### src/logic/lcdc_defines.vh
// Purpose: Constants for the LCD command decoder and cascade alignment block.
// Assumes: Command bytes arrive whole from an I2C slave front end.
// Notes: Definitions only; included by bare name.
`ifndef LCDC_DEFINES_VH
`define LCDC_DEFINES_VH

// ==========================================================
// Command byte fields
`define LCDC_MORE_BIT 7
`define LCDC_PTR_MSB 5
`define LCDC_OP_CFG 2'h2
`define LCDC_OP_CHIP 4'hC
`define LCDC_OP_FLASH 4'hE
`define LCDC_OP_HALF 5'h1E
`define LCDC_CFG_HALFBIAS 2
`define LCDC_CFG_DISPON 3
`define LCDC_CFG_LOWPWR 4
`define LCDC_HALF_STORE 1
`define LCDC_HALF_FETCH 0
`define LCDC_FLASH_KIND 2

// ==========================================================
// Drive selections (drive_sel_hi, drive_sel_lo)
`define LCDC_DRV_STATIC 2'h1
`define LCDC_DRV_MUX2 2'h2
`define LCDC_DRV_MUX3 2'h3
`define LCDC_DRV_MUX4 2'h0

// ==========================================================
// Reset values of the held settings
`define LCDC_RST_DRV 2'h0
`define LCDC_RST_PTR 6'h00
`define LCDC_RST_SUB 3'h0
`define LCDC_RST_RATE 2'h0

// ==========================================================
// Display RAM geometry and pointer steps per byte
`define LCDC_RAM_LAST 6'h27
`define LCDC_RAM_SIZE 7'h28
`define LCDC_STEP_STATIC 7'h08
`define LCDC_STEP_MUX2 7'h04
`define LCDC_STEP_MUX3 7'h03
`define LCDC_STEP_MUX4 7'h02

// ==========================================================
// Backplane phase numbers
`define LCDC_PH_LAST_STATIC 2'h1
`define LCDC_PH_LAST_MUX2 2'h1
`define LCDC_PH_LAST_MUX3 2'h2
`define LCDC_PH_LAST_MUX4 2'h3
`define LCDC_PH_FIRST 2'h0

// ==========================================================
// Flash period in link clocks for the fastest rate
`define LCDC_FLASH_NORM 92160
`define LCDC_FLASH_LP 15360

`endif

### src/logic/lcdc_top.v
// Purpose: Command decoder, display controller and cascade alignment for a segment LCD driver.
// Assumes: Bytes come from an I2C slave front end on i_clk; the link clock and pins are async.
// Notes: A 16-word FIFO buffers bytes; the RAM write port can stall it.
//
// Summary of operation
// - Bits 6:5 = 10 set drive selection
// - Config bit 2 picks half or third bias
// - Config bit 3 blanks or enables display
// - Config bit 4 selects power-saving mode
// - Bit 6 clear loads RAM data pointer
// - Bits 6:3 = 1100 load subaddress counter
// - Half pick bit 1 chooses storage half
// - Half pick bit 0 chooses display half
// - Half pick ignored in 1:3 and 1:4
// - Bits 6:3 = 1110 set flash rate
// - Flash bit 2 selects blank or alternation
// - No alternation flashing in 1:3 or 1:4
// - Controller holds settings and writes display bytes
// - Subaddress plus address pin give sixteen devices
// - Drive align line in last phase, else sample
// - Align line is open drain, low only
// - Realign to first align assertion seen
// - Reset starts all devices aligned
// - Bit 7 set means another command follows
// - Pointer advances; only matching subaddress stores
`timescale 1ns/100ps
`include "lcdc_defines.vh"

// ==========================================================
// Byte FIFO
module lcdc_fifo #(
  parameter WIDTH = 9,
  parameter DEPTH = 16,
  parameter AW = 4
) (
  input wire i_clk,
  input wire i_rst,
  input wire i_in_valid,
  input wire [WIDTH-1:0] i_in_data,
  output wire o_in_ready,
  output wire o_out_valid,
  output wire [WIDTH-1:0] o_out_data,
  input wire i_out_ready
);
  reg [WIDTH-1:0] mem [0:DEPTH-1];
  reg [AW:0] wptr_ff;
  reg [AW:0] rptr_ff;
  wire full;
  wire empty;
  wire push;
  wire pop;

  // Extra pointer bit tells full from empty
  assign empty = (wptr_ff == rptr_ff);
  assign full = (wptr_ff[AW-1:0] == rptr_ff[AW-1:0]) && (wptr_ff[AW] != rptr_ff[AW]);
  assign o_in_ready = ~full;
  assign o_out_valid = ~empty;
  assign o_out_data = mem[rptr_ff[AW-1:0]];
  assign push = i_in_valid & ~full;
  assign pop = i_out_ready & ~empty;

  // Storage has no reset; only pointers matter
  always @(posedge i_clk) begin
    if (push) begin
      mem[wptr_ff[AW-1:0]] <= i_in_data;
    end
  end

  // Pointers
  always @(posedge i_clk or posedge i_rst) begin
    if (i_rst) begin
      wptr_ff <= {(AW+1){1'b0}};
      rptr_ff <= {(AW+1){1'b0}};
    end else begin
      if (push) begin
        wptr_ff <= wptr_ff + 1'b1;
      end
      if (pop) begin
        rptr_ff <= rptr_ff + 1'b1;
      end
    end
  end
endmodule // lcdc_fifo

// ==========================================================
// Decoder, controller and cascade alignment
module lcdc_top #(
  parameter FIFO_DEPTH = 16,
  parameter FLASH_NORM = `LCDC_FLASH_NORM,
  parameter FLASH_LP = `LCDC_FLASH_LP
) (
  input wire i_clk,
  input wire i_rst,
  // Byte stream from the I2C front end
  input wire i_byte_valid,
  input wire [7:0] i_byte,
  input wire i_byte_first,
  output wire o_byte_ready,
  output wire o_data_ack,
  // Display RAM write port
  input wire i_ram_ready,
  output wire o_ram_wr,
  output wire [5:0] o_ram_addr,
  output wire [7:0] o_ram_wdata,
  output wire o_ram_half,
  // Held settings
  output wire [1:0] o_drive_sel,
  output wire o_half_bias,
  output wire o_display_on,
  output wire o_low_power,
  output wire o_storage_half,
  output wire o_fetch_half,
  output wire [1:0] o_flash_rate,
  output wire o_flip_kind,
  output wire [2:0] o_sub_counter,
  output wire [5:0] o_ram_pointer,
  // Effective display controls after flashing
  output wire o_display_show,
  output wire o_display_half,
  // Device identity for the front end
  output wire [3:0] o_dev_id,
  // Pins
  input wire [2:0] i_chip_subaddress,
  input wire i_bus_addr_low_pin,
  input wire i_link_clk,
  input wire i_align_in,
  output wire o_align_out,
  output wire o_align_oe,
  output wire [1:0] o_bp_phase
);
  // Pin synchronisers: bit 0 link clock, 1 align, 4:2 subaddress, 5 address pin
  reg [5:0] pin_s1_ff;
  reg [5:0] pin_s2_ff;
  reg link_d_ff;
  reg align_d_ff;
  // Settings
  reg [1:0] drv_ff;
  reg half_bias_ff;
  reg disp_on_ff;
  reg low_pwr_ff;
  reg store_half_ff;
  reg fetch_half_ff;
  reg [1:0] rate_ff;
  reg flip_kind_ff;
  reg [2:0] sub_ff;
  reg [5:0] ptr_ff;
  reg cmd_mode_ff;
  // RAM write register
  reg ram_wr_ff;
  reg [5:0] ram_addr_ff;
  reg [7:0] ram_wdata_ff;
  reg ram_half_ff;
  reg ack_ff;
  // Backplane and flashing
  reg [1:0] phase_ff;
  reg align_oe_ff;
  reg [19:0] flash_cnt_ff;
  reg flash_ph_ff;
  // Next values
  reg [1:0] nxt_drv;
  reg nxt_half_bias;
  reg nxt_disp_on;
  reg nxt_low_pwr;
  reg nxt_store_half;
  reg nxt_fetch_half;
  reg [1:0] nxt_rate;
  reg nxt_flip_kind;
  reg [2:0] nxt_sub;
  reg [5:0] nxt_ptr;
  reg nxt_cmd_mode;
  reg nxt_ram_wr;
  reg nxt_ack;
  reg [6:0] step;
  reg [6:0] ptr_sum;
  reg [6:0] ptr_wrap;
  reg [1:0] ph_last;

  wire f_valid;
  wire [8:0] f_data;
  wire take;
  wire is_cmd;
  wire [7:0] b;
  wire link_edge;
  wire align_fall;
  wire mux_low;
  wire sub_match;
  wire [19:0] flash_lim;

  // ==========================================================
  // Input buffering; a busy RAM port stalls the drain and backs up the source
  lcdc_fifo #(
    .WIDTH(9),
    .DEPTH(FIFO_DEPTH),
    .AW(4)
  ) u_fifo (
    .i_clk(i_clk),
    .i_rst(i_rst),
    .i_in_valid(i_byte_valid),
    .i_in_data({i_byte_first, i_byte}),
    .o_in_ready(o_byte_ready),
    .o_out_valid(f_valid),
    .o_out_data(f_data),
    .i_out_ready(i_ram_ready)
  );

  assign take = f_valid & i_ram_ready;
  assign b = f_data[7:0];
  // A first byte of a transfer is always a command
  assign is_cmd = cmd_mode_ff | f_data[8];
  // Only static and 1:2 have two RAM halves
  assign mux_low = (drv_ff == `LCDC_DRV_STATIC) || (drv_ff == `LCDC_DRV_MUX2);
  assign sub_match = (sub_ff == pin_s2_ff[4:2]);

  // ==========================================================
  // Pin synchronisers; stage one feeds only stage two
  always @(posedge i_clk or posedge i_rst) begin
    if (i_rst) begin
      pin_s1_ff <= 6'h03;
      pin_s2_ff <= 6'h03;
      link_d_ff <= 1'b1;
      align_d_ff <= 1'b1;
    end else begin
      pin_s1_ff <= {i_bus_addr_low_pin, i_chip_subaddress, i_align_in, i_link_clk};
      pin_s2_ff <= pin_s1_ff;
      link_d_ff <= pin_s2_ff[0];
      align_d_ff <= pin_s2_ff[1];
    end
  end

  assign link_edge = pin_s2_ff[0] & ~link_d_ff;
  assign align_fall = ~pin_s2_ff[1] & align_d_ff;

  // ==========================================================
  // Pointer step per display byte, by drive selection
  always @* begin
    case (drv_ff)
      `LCDC_DRV_STATIC: step = `LCDC_STEP_STATIC;
      `LCDC_DRV_MUX2: step = `LCDC_STEP_MUX2;
      `LCDC_DRV_MUX3: step = `LCDC_STEP_MUX3;
      default: step = `LCDC_STEP_MUX4;
    endcase
    ptr_sum = {1'b0, ptr_ff} + step;
    // Wrap on the full sum; pointers loaded above 39 would go wrong from six bits
    ptr_wrap = ptr_sum - `LCDC_RAM_SIZE;
  end

  // ==========================================================
  // Command decode and display byte handling
  always @* begin
    nxt_drv = drv_ff;
    nxt_half_bias = half_bias_ff;
    nxt_disp_on = disp_on_ff;
    nxt_low_pwr = low_pwr_ff;
    nxt_store_half = store_half_ff;
    nxt_fetch_half = fetch_half_ff;
    nxt_rate = rate_ff;
    nxt_flip_kind = flip_kind_ff;
    nxt_sub = sub_ff;
    nxt_ptr = ptr_ff;
    nxt_cmd_mode = cmd_mode_ff;
    nxt_ram_wr = 1'b0;
    nxt_ack = 1'b0;
    if (take && is_cmd) begin
      nxt_cmd_mode = b[`LCDC_MORE_BIT];
      if (!b[6]) begin
        nxt_ptr = b[`LCDC_PTR_MSB:0];
      end else if (b[6:5] == `LCDC_OP_CFG) begin
        nxt_drv = b[1:0];
        nxt_half_bias = b[`LCDC_CFG_HALFBIAS];
        nxt_disp_on = b[`LCDC_CFG_DISPON];
        nxt_low_pwr = b[`LCDC_CFG_LOWPWR];
      end else if (b[6:3] == `LCDC_OP_CHIP) begin
        nxt_sub = b[2:0];
      end else if (b[6:3] == `LCDC_OP_FLASH) begin
        nxt_rate = b[1:0];
        nxt_flip_kind = b[`LCDC_FLASH_KIND];
      end else if ((b[6:2] == `LCDC_OP_HALF) && mux_low) begin
        nxt_store_half = b[`LCDC_HALF_STORE];
        nxt_fetch_half = b[`LCDC_HALF_FETCH];
      end
      // Remaining patterns fall through untouched
    end else if (take) begin
      // Display byte: store only on a subaddress match, always advance
      nxt_ram_wr = sub_match;
      nxt_ack = sub_match;
      if (ptr_sum >= `LCDC_RAM_SIZE) begin
        nxt_ptr = ptr_wrap[5:0];
        nxt_sub = sub_ff + 3'h1;
      end else begin
        nxt_ptr = ptr_sum[5:0];
      end
    end
  end

  // Settings and RAM write registers
  always @(posedge i_clk or posedge i_rst) begin
    if (i_rst) begin
      drv_ff <= `LCDC_RST_DRV;
      half_bias_ff <= 1'b0;
      disp_on_ff <= 1'b0;
      low_pwr_ff <= 1'b0;
      store_half_ff <= 1'b0;
      fetch_half_ff <= 1'b0;
      rate_ff <= `LCDC_RST_RATE;
      flip_kind_ff <= 1'b0;
      sub_ff <= `LCDC_RST_SUB;
      ptr_ff <= `LCDC_RST_PTR;
      cmd_mode_ff <= 1'b1;
      ram_wr_ff <= 1'b0;
      ram_addr_ff <= `LCDC_RST_PTR;
      ram_wdata_ff <= 8'h00;
      ram_half_ff <= 1'b0;
      ack_ff <= 1'b0;
    end else begin
      drv_ff <= nxt_drv;
      half_bias_ff <= nxt_half_bias;
      disp_on_ff <= nxt_disp_on;
      low_pwr_ff <= nxt_low_pwr;
      store_half_ff <= nxt_store_half;
      fetch_half_ff <= nxt_fetch_half;
      rate_ff <= nxt_rate;
      flip_kind_ff <= nxt_flip_kind;
      sub_ff <= nxt_sub;
      ptr_ff <= nxt_ptr;
      cmd_mode_ff <= nxt_cmd_mode;
      ram_wr_ff <= nxt_ram_wr;
      ack_ff <= nxt_ack;
      if (nxt_ram_wr) begin
        ram_addr_ff <= ptr_ff;
        ram_wdata_ff <= b;
        ram_half_ff <= store_half_ff & mux_low;
      end
    end
  end

  // ==========================================================
  // Backplane phase: last phase index per drive selection
  always @* begin
    case (drv_ff)
      `LCDC_DRV_STATIC: ph_last = `LCDC_PH_LAST_STATIC;
      `LCDC_DRV_MUX2: ph_last = `LCDC_PH_LAST_MUX2;
      `LCDC_DRV_MUX3: ph_last = `LCDC_PH_LAST_MUX3;
      default: ph_last = `LCDC_PH_LAST_MUX4;
    endcase
  end

  // Phase counter and align line drive; reset puts every device at phase zero
  always @(posedge i_clk or posedge i_rst) begin
    if (i_rst) begin
      phase_ff <= `LCDC_PH_FIRST;
      align_oe_ff <= 1'b0;
    end else begin
      if (!align_oe_ff && align_fall && (phase_ff != ph_last)) begin
        // Another device entered its last phase first: join it; this wins over a
        // coincident display clock edge, as a sibling's pull lands on one
        phase_ff <= ph_last;
        align_oe_ff <= 1'b1;
      end else if (link_edge) begin
        if (phase_ff >= ph_last) begin
          phase_ff <= `LCDC_PH_FIRST;
        end else begin
          phase_ff <= phase_ff + 2'h1;
        end
        // Pull the line low during our last phase only
        align_oe_ff <= (phase_ff == ph_last - 2'h1);
      end
    end
  end

  // ==========================================================
  // Flash timer on link clocks; half period of the chosen rate
  assign flash_lim = (low_pwr_ff ? FLASH_LP[19:0] : FLASH_NORM[19:0]) >> 1 << (rate_ff - 2'h1);

  always @(posedge i_clk or posedge i_rst) begin
    if (i_rst) begin
      flash_cnt_ff <= 20'h00000;
      flash_ph_ff <= 1'b0;
    end else if (rate_ff == 2'h0) begin
      flash_cnt_ff <= 20'h00000;
      flash_ph_ff <= 1'b0;
    end else if (link_edge) begin
      if (flash_cnt_ff >= flash_lim - 20'h00001) begin
        flash_cnt_ff <= 20'h00000;
        flash_ph_ff <= ~flash_ph_ff;
      end else begin
        flash_cnt_ff <= flash_cnt_ff + 20'h00001;
      end
    end
  end

  // ==========================================================
  // Output assignments
  assign o_ram_wr = ram_wr_ff;
  assign o_ram_addr = ram_addr_ff;
  assign o_ram_wdata = ram_wdata_ff;
  assign o_ram_half = ram_half_ff;
  assign o_data_ack = ack_ff;
  assign o_drive_sel = drv_ff;
  assign o_half_bias = half_bias_ff;
  assign o_display_on = disp_on_ff;
  assign o_low_power = low_pwr_ff;
  assign o_storage_half = store_half_ff;
  assign o_fetch_half = fetch_half_ff;
  assign o_flash_rate = rate_ff;
  assign o_flip_kind = flip_kind_ff;
  assign o_sub_counter = sub_ff;
  assign o_ram_pointer = ptr_ff;
  // Blank-style flashing gates the display; alternation needs two halves
  assign o_display_show = disp_on_ff & ~(flash_ph_ff & ~flip_kind_ff);
  assign o_display_half = (fetch_half_ff ^ (flash_ph_ff & flip_kind_ff)) & mux_low;
  assign o_dev_id = {pin_s2_ff[5], pin_s2_ff[4:2]};
  // Open drain: data is always low, only the enable moves
  assign o_align_out = 1'b0;
  assign o_align_oe = align_oe_ff;
  assign o_bp_phase = phase_ff;
endmodule // lcdc_top

### config.mk
export PLATFORM = sky130hd
export DESIGN_NAME = lcdc_top
export DESIGN_NICKNAME = d
export VERILOG_FILES = /design/src/logic/lcdc_top.v
export VERILOG_INCLUDE_DIRS = /design/src /design/src/logic
export SDC_FILE = /design/constraint.sdc
export NUM_CORES = 1
export LEC_CHECK = 0
export BUFFER_PORTS_ARGS = -buffer_cell sky130_fd_sc_hd__buf_2
export CAP_MARGIN = 15
export CELL_PAD_IN_SITES_DETAIL_PLACEMENT = 1
export CELL_PAD_IN_SITES_GLOBAL_PLACEMENT = 2
export CORE_ASPECT_RATIO = 0.8
export CORE_MARGIN = 3
export CORE_UTILIZATION = 35
export DETAILED_ROUTE_END_ITERATION = 8
export GPL_ROUTABILITY_DRIVEN = 1
export PLACE_DENSITY = 0.67
export SLEW_MARGIN = 0
export SYNTH_ARGS = -nofsm -noshare
export SYNTH_HDL_FRONTEND = slang
export SYNTH_SLANG_ARGS = --single-unit
### constraint.sdc
create_clock -name i_clk -period 6.7 [get_ports i_clk]
set_input_delay 1.34 -clock i_clk [delete_from_list [all_inputs] [get_ports i_clk]]
set_output_delay 1.34 -clock i_clk [all_outputs]
set_load 0.05 [all_outputs]
==> results.md <==
Worst setup path:
- The number of buffer and inverter instances along the worst setup path is 3.
- STA classifies the critical path endpoint as a flop.
- Walking the worst path, the cells encountered are inv_1 -> ha_1 -> inv_1 -> ha_1 -> a211oi_1 -> o21bai_1 -> and2_1 -> inv_1 -> ha_1 -> nor3b_1 -> o22ai_1 -> a21o_1 -> o221ai_1 -> a211oi_1 -> o31ai_1.
- The worst register-to-register path ends at o_ram_pointer[3].
- The cell family contributing the most delay on the critical path is compound AO/OA/AOI/OAI gates.
- At the worst endpoint, the arrival time is 4.45 ns.
- The largest driver fanout on the critical path is 11.
- The biggest cell delay along the critical path is between 0.4 and 0.5 ns.
- The library cell contributing the largest single delay on the critical path is sky130_fd_sc_hd__a211oi_1.
- The critical path starts at o_drive_sel[0].
- The worst setup path is of the flop to flop kind.
- The number of cells on the worst reg-to-reg path is 15.
- The required arrival time at the worst endpoint is slightly above 7 ns.
- STA classifies the critical path startpoint as a flop.
- In this run the critical register-to-register path is launched from o_drive_sel[0].
- Following the worst setup path forward leads to its endpoint at o_ram_pointer[3].
- The register-to-register setup slack is 2.60 ns.
- The critical path runs through a total of 15 cells.

GRT:
- The global routing usage on met1 is 0.2387.
- The routing layer with the top usage in global route is met2.
- The number of global-route vias before repair came to around 6500.
- The global-route usage over all layers is 0.1624.
- For this run the aggregate overflow at the end of global routing stands at 0.
- The met3 layer usage reported by global route is 0.02116.
- The number of antenna violations at the first check in global routing is 0.
- The fraction of met2 tracks used by global routing is 0.2610.
- Entering global routing, the biggest net connects 66 pins.
- The first global-routing pass estimated ~40 mm of wire.

Logic synthesis:
- The flip-flop and latch count after synthesis is roughly 230.
- A synthesized cell averages around 14 sq um.
- Sorting the synthesized cells by area gives the leading types as sky130_fd_sc_hd__edfxtp_1 (42%), sky130_fd_sc_hd__dfrtp_1 (19%), sky130_fd_sc_hd__mux4_2 (6.4%), sky130_fd_sc_hd__ha_1 (3.7%), sky130_fd_sc_hd__mux2_2 (2.6%).
- The largest total area in the synthesized netlist belongs to sky130_fd_sc_hd__edfxtp_1.
- The netlist area before placement is 10270 sq um.
- Yosys instantiated no cell more often than sky130_fd_sc_hd__edfxtp_1.
- The proportion of synthesized flip-flops having asynchronous set or reset is 0.3684.
- The commonest cells after synthesis are sky130_fd_sc_hd__edfxtp_1 (144), sky130_fd_sc_hd__dfrtp_1 (77), sky130_fd_sc_hd__nor2_1 (51).
- The area share of the largest cell type after synthesis is 0.4209.
- The post-synthesis sequential area ratio is 0.6264.
- The count of flip-flops with a built-in enable after synthesis is about 140.
- The post-synth net total is around 770.
- The most used flip-flop cell after synthesis is sky130_fd_sc_hd__edfxtp_1.
- The number of synthesis warnings is 0.
- The number of distinct library cell variants in the gate-level netlist after synthesis is 63.
- The number of standard cells after synthesis is between 700 and 800.

Finish:
- Compared with the post-synthesis result, the final layout area differs by 15.16%.
- The number of diodes added for antenna fixing is 0.
- The final layout net count is 842.
- Excluding fillers, the count of instances in the completed layout stands at approximately 1200.
- The layout cell share with drive strength beyond 1 is 0.2333.

Power:
- Cell internal power was estimated by the tool at 3549 uW.
- Of the total power, combinational logic draws 0.434.
- The analysis attributes to cell leakage a power of ~0.0046 uW.
- The share of total power dissipated in the clock network is 0.219.
- Of the total power, registers draw 0.347.
- The worst vdd rail ir drop is ~0.00021 V.
- Of the total power, the share spent switching nets is 0.4170.
- Power spread over the standard cell area amounts to about 510 nW/um^2.
- The switching power summed over all nets is about 2500 uW.

Clock network:
- After clock tree synthesis, the clock-pin slew on the worst setup and hold paths is about 0.070 ns.
- The number of buffers created by CTS is 24.
- The number of gates resized after CTS is 0.
- The root buffer cell chosen for the clock tree is sky130_fd_sc_hd__clkbuf_16.
- At the later pin of the worst-skew pair, clock insertion delay measures 0.52 ns.
- The largest buffer count on any clock path is 3.
- The clock sink count is about 230.
- The total setup buffers inserted after CTS is 0.
- In this run, post-CTS hold repair placed 0 buffers.
- CTS built an H-tree with a depth of 1.
- The CTS tree is done.

Timing:
- The clock period could shrink to between 4 and 5 ns.
- The number of endpoints failing setup at the final stage is 0.
- The number of hold violations in the final report came to 0.
- Static timing analysis puts the maximum clock frequency at 244.1 MHz.
- The part of the cycle the worst path needs is 0.6113.
- On the final layout, the worst clock skew is between 0.015 and 0.02 ns.
- The max-slew violation total from the final report is 0.
- Setup repair after global routing left no endpoint under its margin.
- The headroom to the max-slew limit is 0.2594.
- The slew at the pin with the worst max-slew slack is 1.107 ns.
- Adding up every negative setup slack in the final design gives 0 ns.

Placement:
- Once detailed placement completed, the half-perimeter wirelength came to 17.72 mm.
- The routability congestion estimate from global placement is about 0.77.
- Buffers placed on the I/O ports in this run total 64.
- Once placement completed, the tool counted placed cells totaling 1131.

Routing:
- Dividing the detail-routed wire length by the instance count gives about 22 um.
- After the first detailed-routing iteration, the DRC count stood at approximately 320.
- The via count of the routed design is 6238.
- The detail route stage leaves a number of antenna-violating nets equal to 0.
- In the routed design, unresolved DRC markers number 0.
- For this block, the routed nets add up to around 25 mm of wire.
- The first detailed-routing pass took 5 iterations.
- In the routed layout, each cell is associated on average with a via count of approximately 5.3.

Outcome:
- The flow ran to the end, and the final reports show no timing, DRC or antenna violations.

Run:
- The tool flagged a number of max-cap violations equal to 0.

Floorplanning:
- In this run the standard cell core region covers ~29000 sq um.
- 66 I/O pins were placed.
- The x dimension of the die is between 150 and 200 um.
- The die area is approximately 31000 sq um.
- The height of the die is roughly 160 um.
- The initial utilization of the core area, before any placement, comes to 0.3597.
- After floorplanning, the core was divided into 55 placement rows.

Worst hold path:
- The path class of the tightest hold or removal check is flop to flop.
[area by class of cell]
cell class	instances	area [sq um]
multi-input combinational	434	3563
inverter	21	80.08
timing repair buffer	83	496.7
sequential	228	6436
clock buffer	28	636.9
clock inverter	16	155.1
tap	370	462.9
fill	2892	16730
[worst min path at each step]
stage / start / end / slack [ns] / cells after the start
2_1_floorplan: pin_s1_ff[2] / pin_s2_ff[2] / 0.33 / 0
3_3_place_gp: pin_s1_ff[3] / pin_s2_ff[3] / 0.34 / 0
3_5_place_dp: pin_s1_ff[3] / pin_s2_ff[3] / 0.34 / 0
4_1_cts: pin_s1_ff[4] / pin_s2_ff[4] / 0.35 / 0
5_1_grt: pin_s1_ff[4] / pin_s2_ff[4] / 0.36 / 0
6_report: pin_s1_ff[5] / pin_s2_ff[5] / 0.35 / 0
[worst register-to-register path, stage by stage (launching register included)]
cell	delay, ns
sky130_fd_sc_hd__dfrtp_1	0.42
sky130_fd_sc_hd__inv_1	0.09
sky130_fd_sc_hd__ha_1	0.36
sky130_fd_sc_hd__inv_1	0.20
sky130_fd_sc_hd__ha_1	0.28
sky130_fd_sc_hd__a211oi_1	0.45
sky130_fd_sc_hd__o21bai_1	0.31
sky130_fd_sc_hd__and2_1	0.26
sky130_fd_sc_hd__inv_1	0.09
sky130_fd_sc_hd__ha_1	0.39
sky130_fd_sc_hd__nor3b_1	0.09
sky130_fd_sc_hd__o22ai_1	0.13
sky130_fd_sc_hd__a21o_1	0.14
sky130_fd_sc_hd__o221ai_1	0.11
sky130_fd_sc_hd__a211oi_1	0.46
sky130_fd_sc_hd__o31ai_1	0.15
[stage by stage]
stage	worst slack (ns)	hold WS, ns	total power (uW)	utilization	area, sq um
4_1_cts	2.607	0.3505	6160	0.4123	11780
3_3_place_gp	2.817	0.3401	4702	0.3830	10940
6_report	2.604	0.3520	6088	0.4143	11830
2_1_floorplan	2.951	0.3312	4026	-	10270
3_5_place_dp	2.615	0.3389	4796	0.3846	10980
5_1_grt	2.217	0.3600	6501	0.4143	11830
[registers in the layout, summed over array words and instances (netlist names), 2 cells and up]
name / count
o_ram_wdata: 8
o_drive_sel: 2
o_sub_counter: 3
u_fifo.wptr_ff: 5
o_flash_rate: 2
pin_s2_ff: 6
u_fifo.rptr_ff: 5
o_ram_pointer: 6
pin_s1_ff: 6
o_bp_phase: 2
o_ram_addr: 6
u_fifo.mem: 144
flash_cnt_ff: 20
[cell usage in the layout (no fill, tap or decap), types with 6 or more instances in the layout]
master / count
sky130_fd_sc_hd__nor2b_1: 7
sky130_fd_sc_hd__and2_1: 7
sky130_fd_sc_hd__mux4_2: 29
sky130_fd_sc_hd__nor2_1: 51
sky130_fd_sc_hd__ha_1: 30
sky130_fd_sc_hd__nand3_1: 22
sky130_fd_sc_hd__clkinv_1: 6
sky130_fd_sc_hd__buf_6: 9
sky130_fd_sc_hd__a211oi_1: 6
sky130_fd_sc_hd__xor2_1: 13
sky130_fd_sc_hd__dfstp_2: 7
sky130_fd_sc_hd__nand4_1: 14
sky130_fd_sc_hd__inv_1: 20
sky130_fd_sc_hd__o21ai_0: 22
sky130_fd_sc_hd__mux4_1: 6
sky130_fd_sc_hd__buf_4: 10
sky130_fd_sc_hd__xnor2_1: 19
sky130_fd_sc_hd__a21o_1: 11
sky130_fd_sc_hd__a21oi_1: 12
sky130_fd_sc_hd__mux2i_1: 14
sky130_fd_sc_hd__nand2_1: 47
sky130_fd_sc_hd__clkbuf_16: 25
sky130_fd_sc_hd__and3_1: 10
sky130_fd_sc_hd__mux2_2: 24
sky130_fd_sc_hd__dfrtp_1: 76
sky130_fd_sc_hd__nand2b_1: 6
sky130_fd_sc_hd__edfxtp_1: 144
sky130_fd_sc_hd__a22oi_1: 10
sky130_fd_sc_hd__buf_2: 64
sky130_fd_sc_hd__clkinv_2: 6
sky130_fd_sc_hd__nor3_1: 15
[metal layers]
| layer | vias up | part of all wire |
|---|---|---|
| met3 | 30 | 0.039 |
| li1 | 2869 | - |
| met4 | 0 | 0.018 |
| met2 | 125 | 0.47 |
| met5 | - | 0 |
| met1 | 3214 | 0.47 |
[logic make-up after synthesis]
family	synth area share
DFF	0.6264
and+or+nand+nor	0.09536
AOI/OAI and AO/OA	0.06565
muxes	0.1189
buffers and inverters	0.02728
xor gates and xnor gates	0.02728
adders and majority gates	0.03849
other	0.0007310
[power groups by stage]
stage / clock, uW / combinational (uW) / sequential [uW]
6_report: 1330 / 2640 / 2110
3_3_place_gp: 0 / 2580 / 2130
5_1_grt: 1440 / 2900 / 2160
3_5_place_dp: 0 / 2650 / 2140
2_1_floorplan: 0 / 1700 / 2320
4_1_cts: 1380 / 2660 / 2120
No activity file was read; power rests on OpenSTA's default activity.
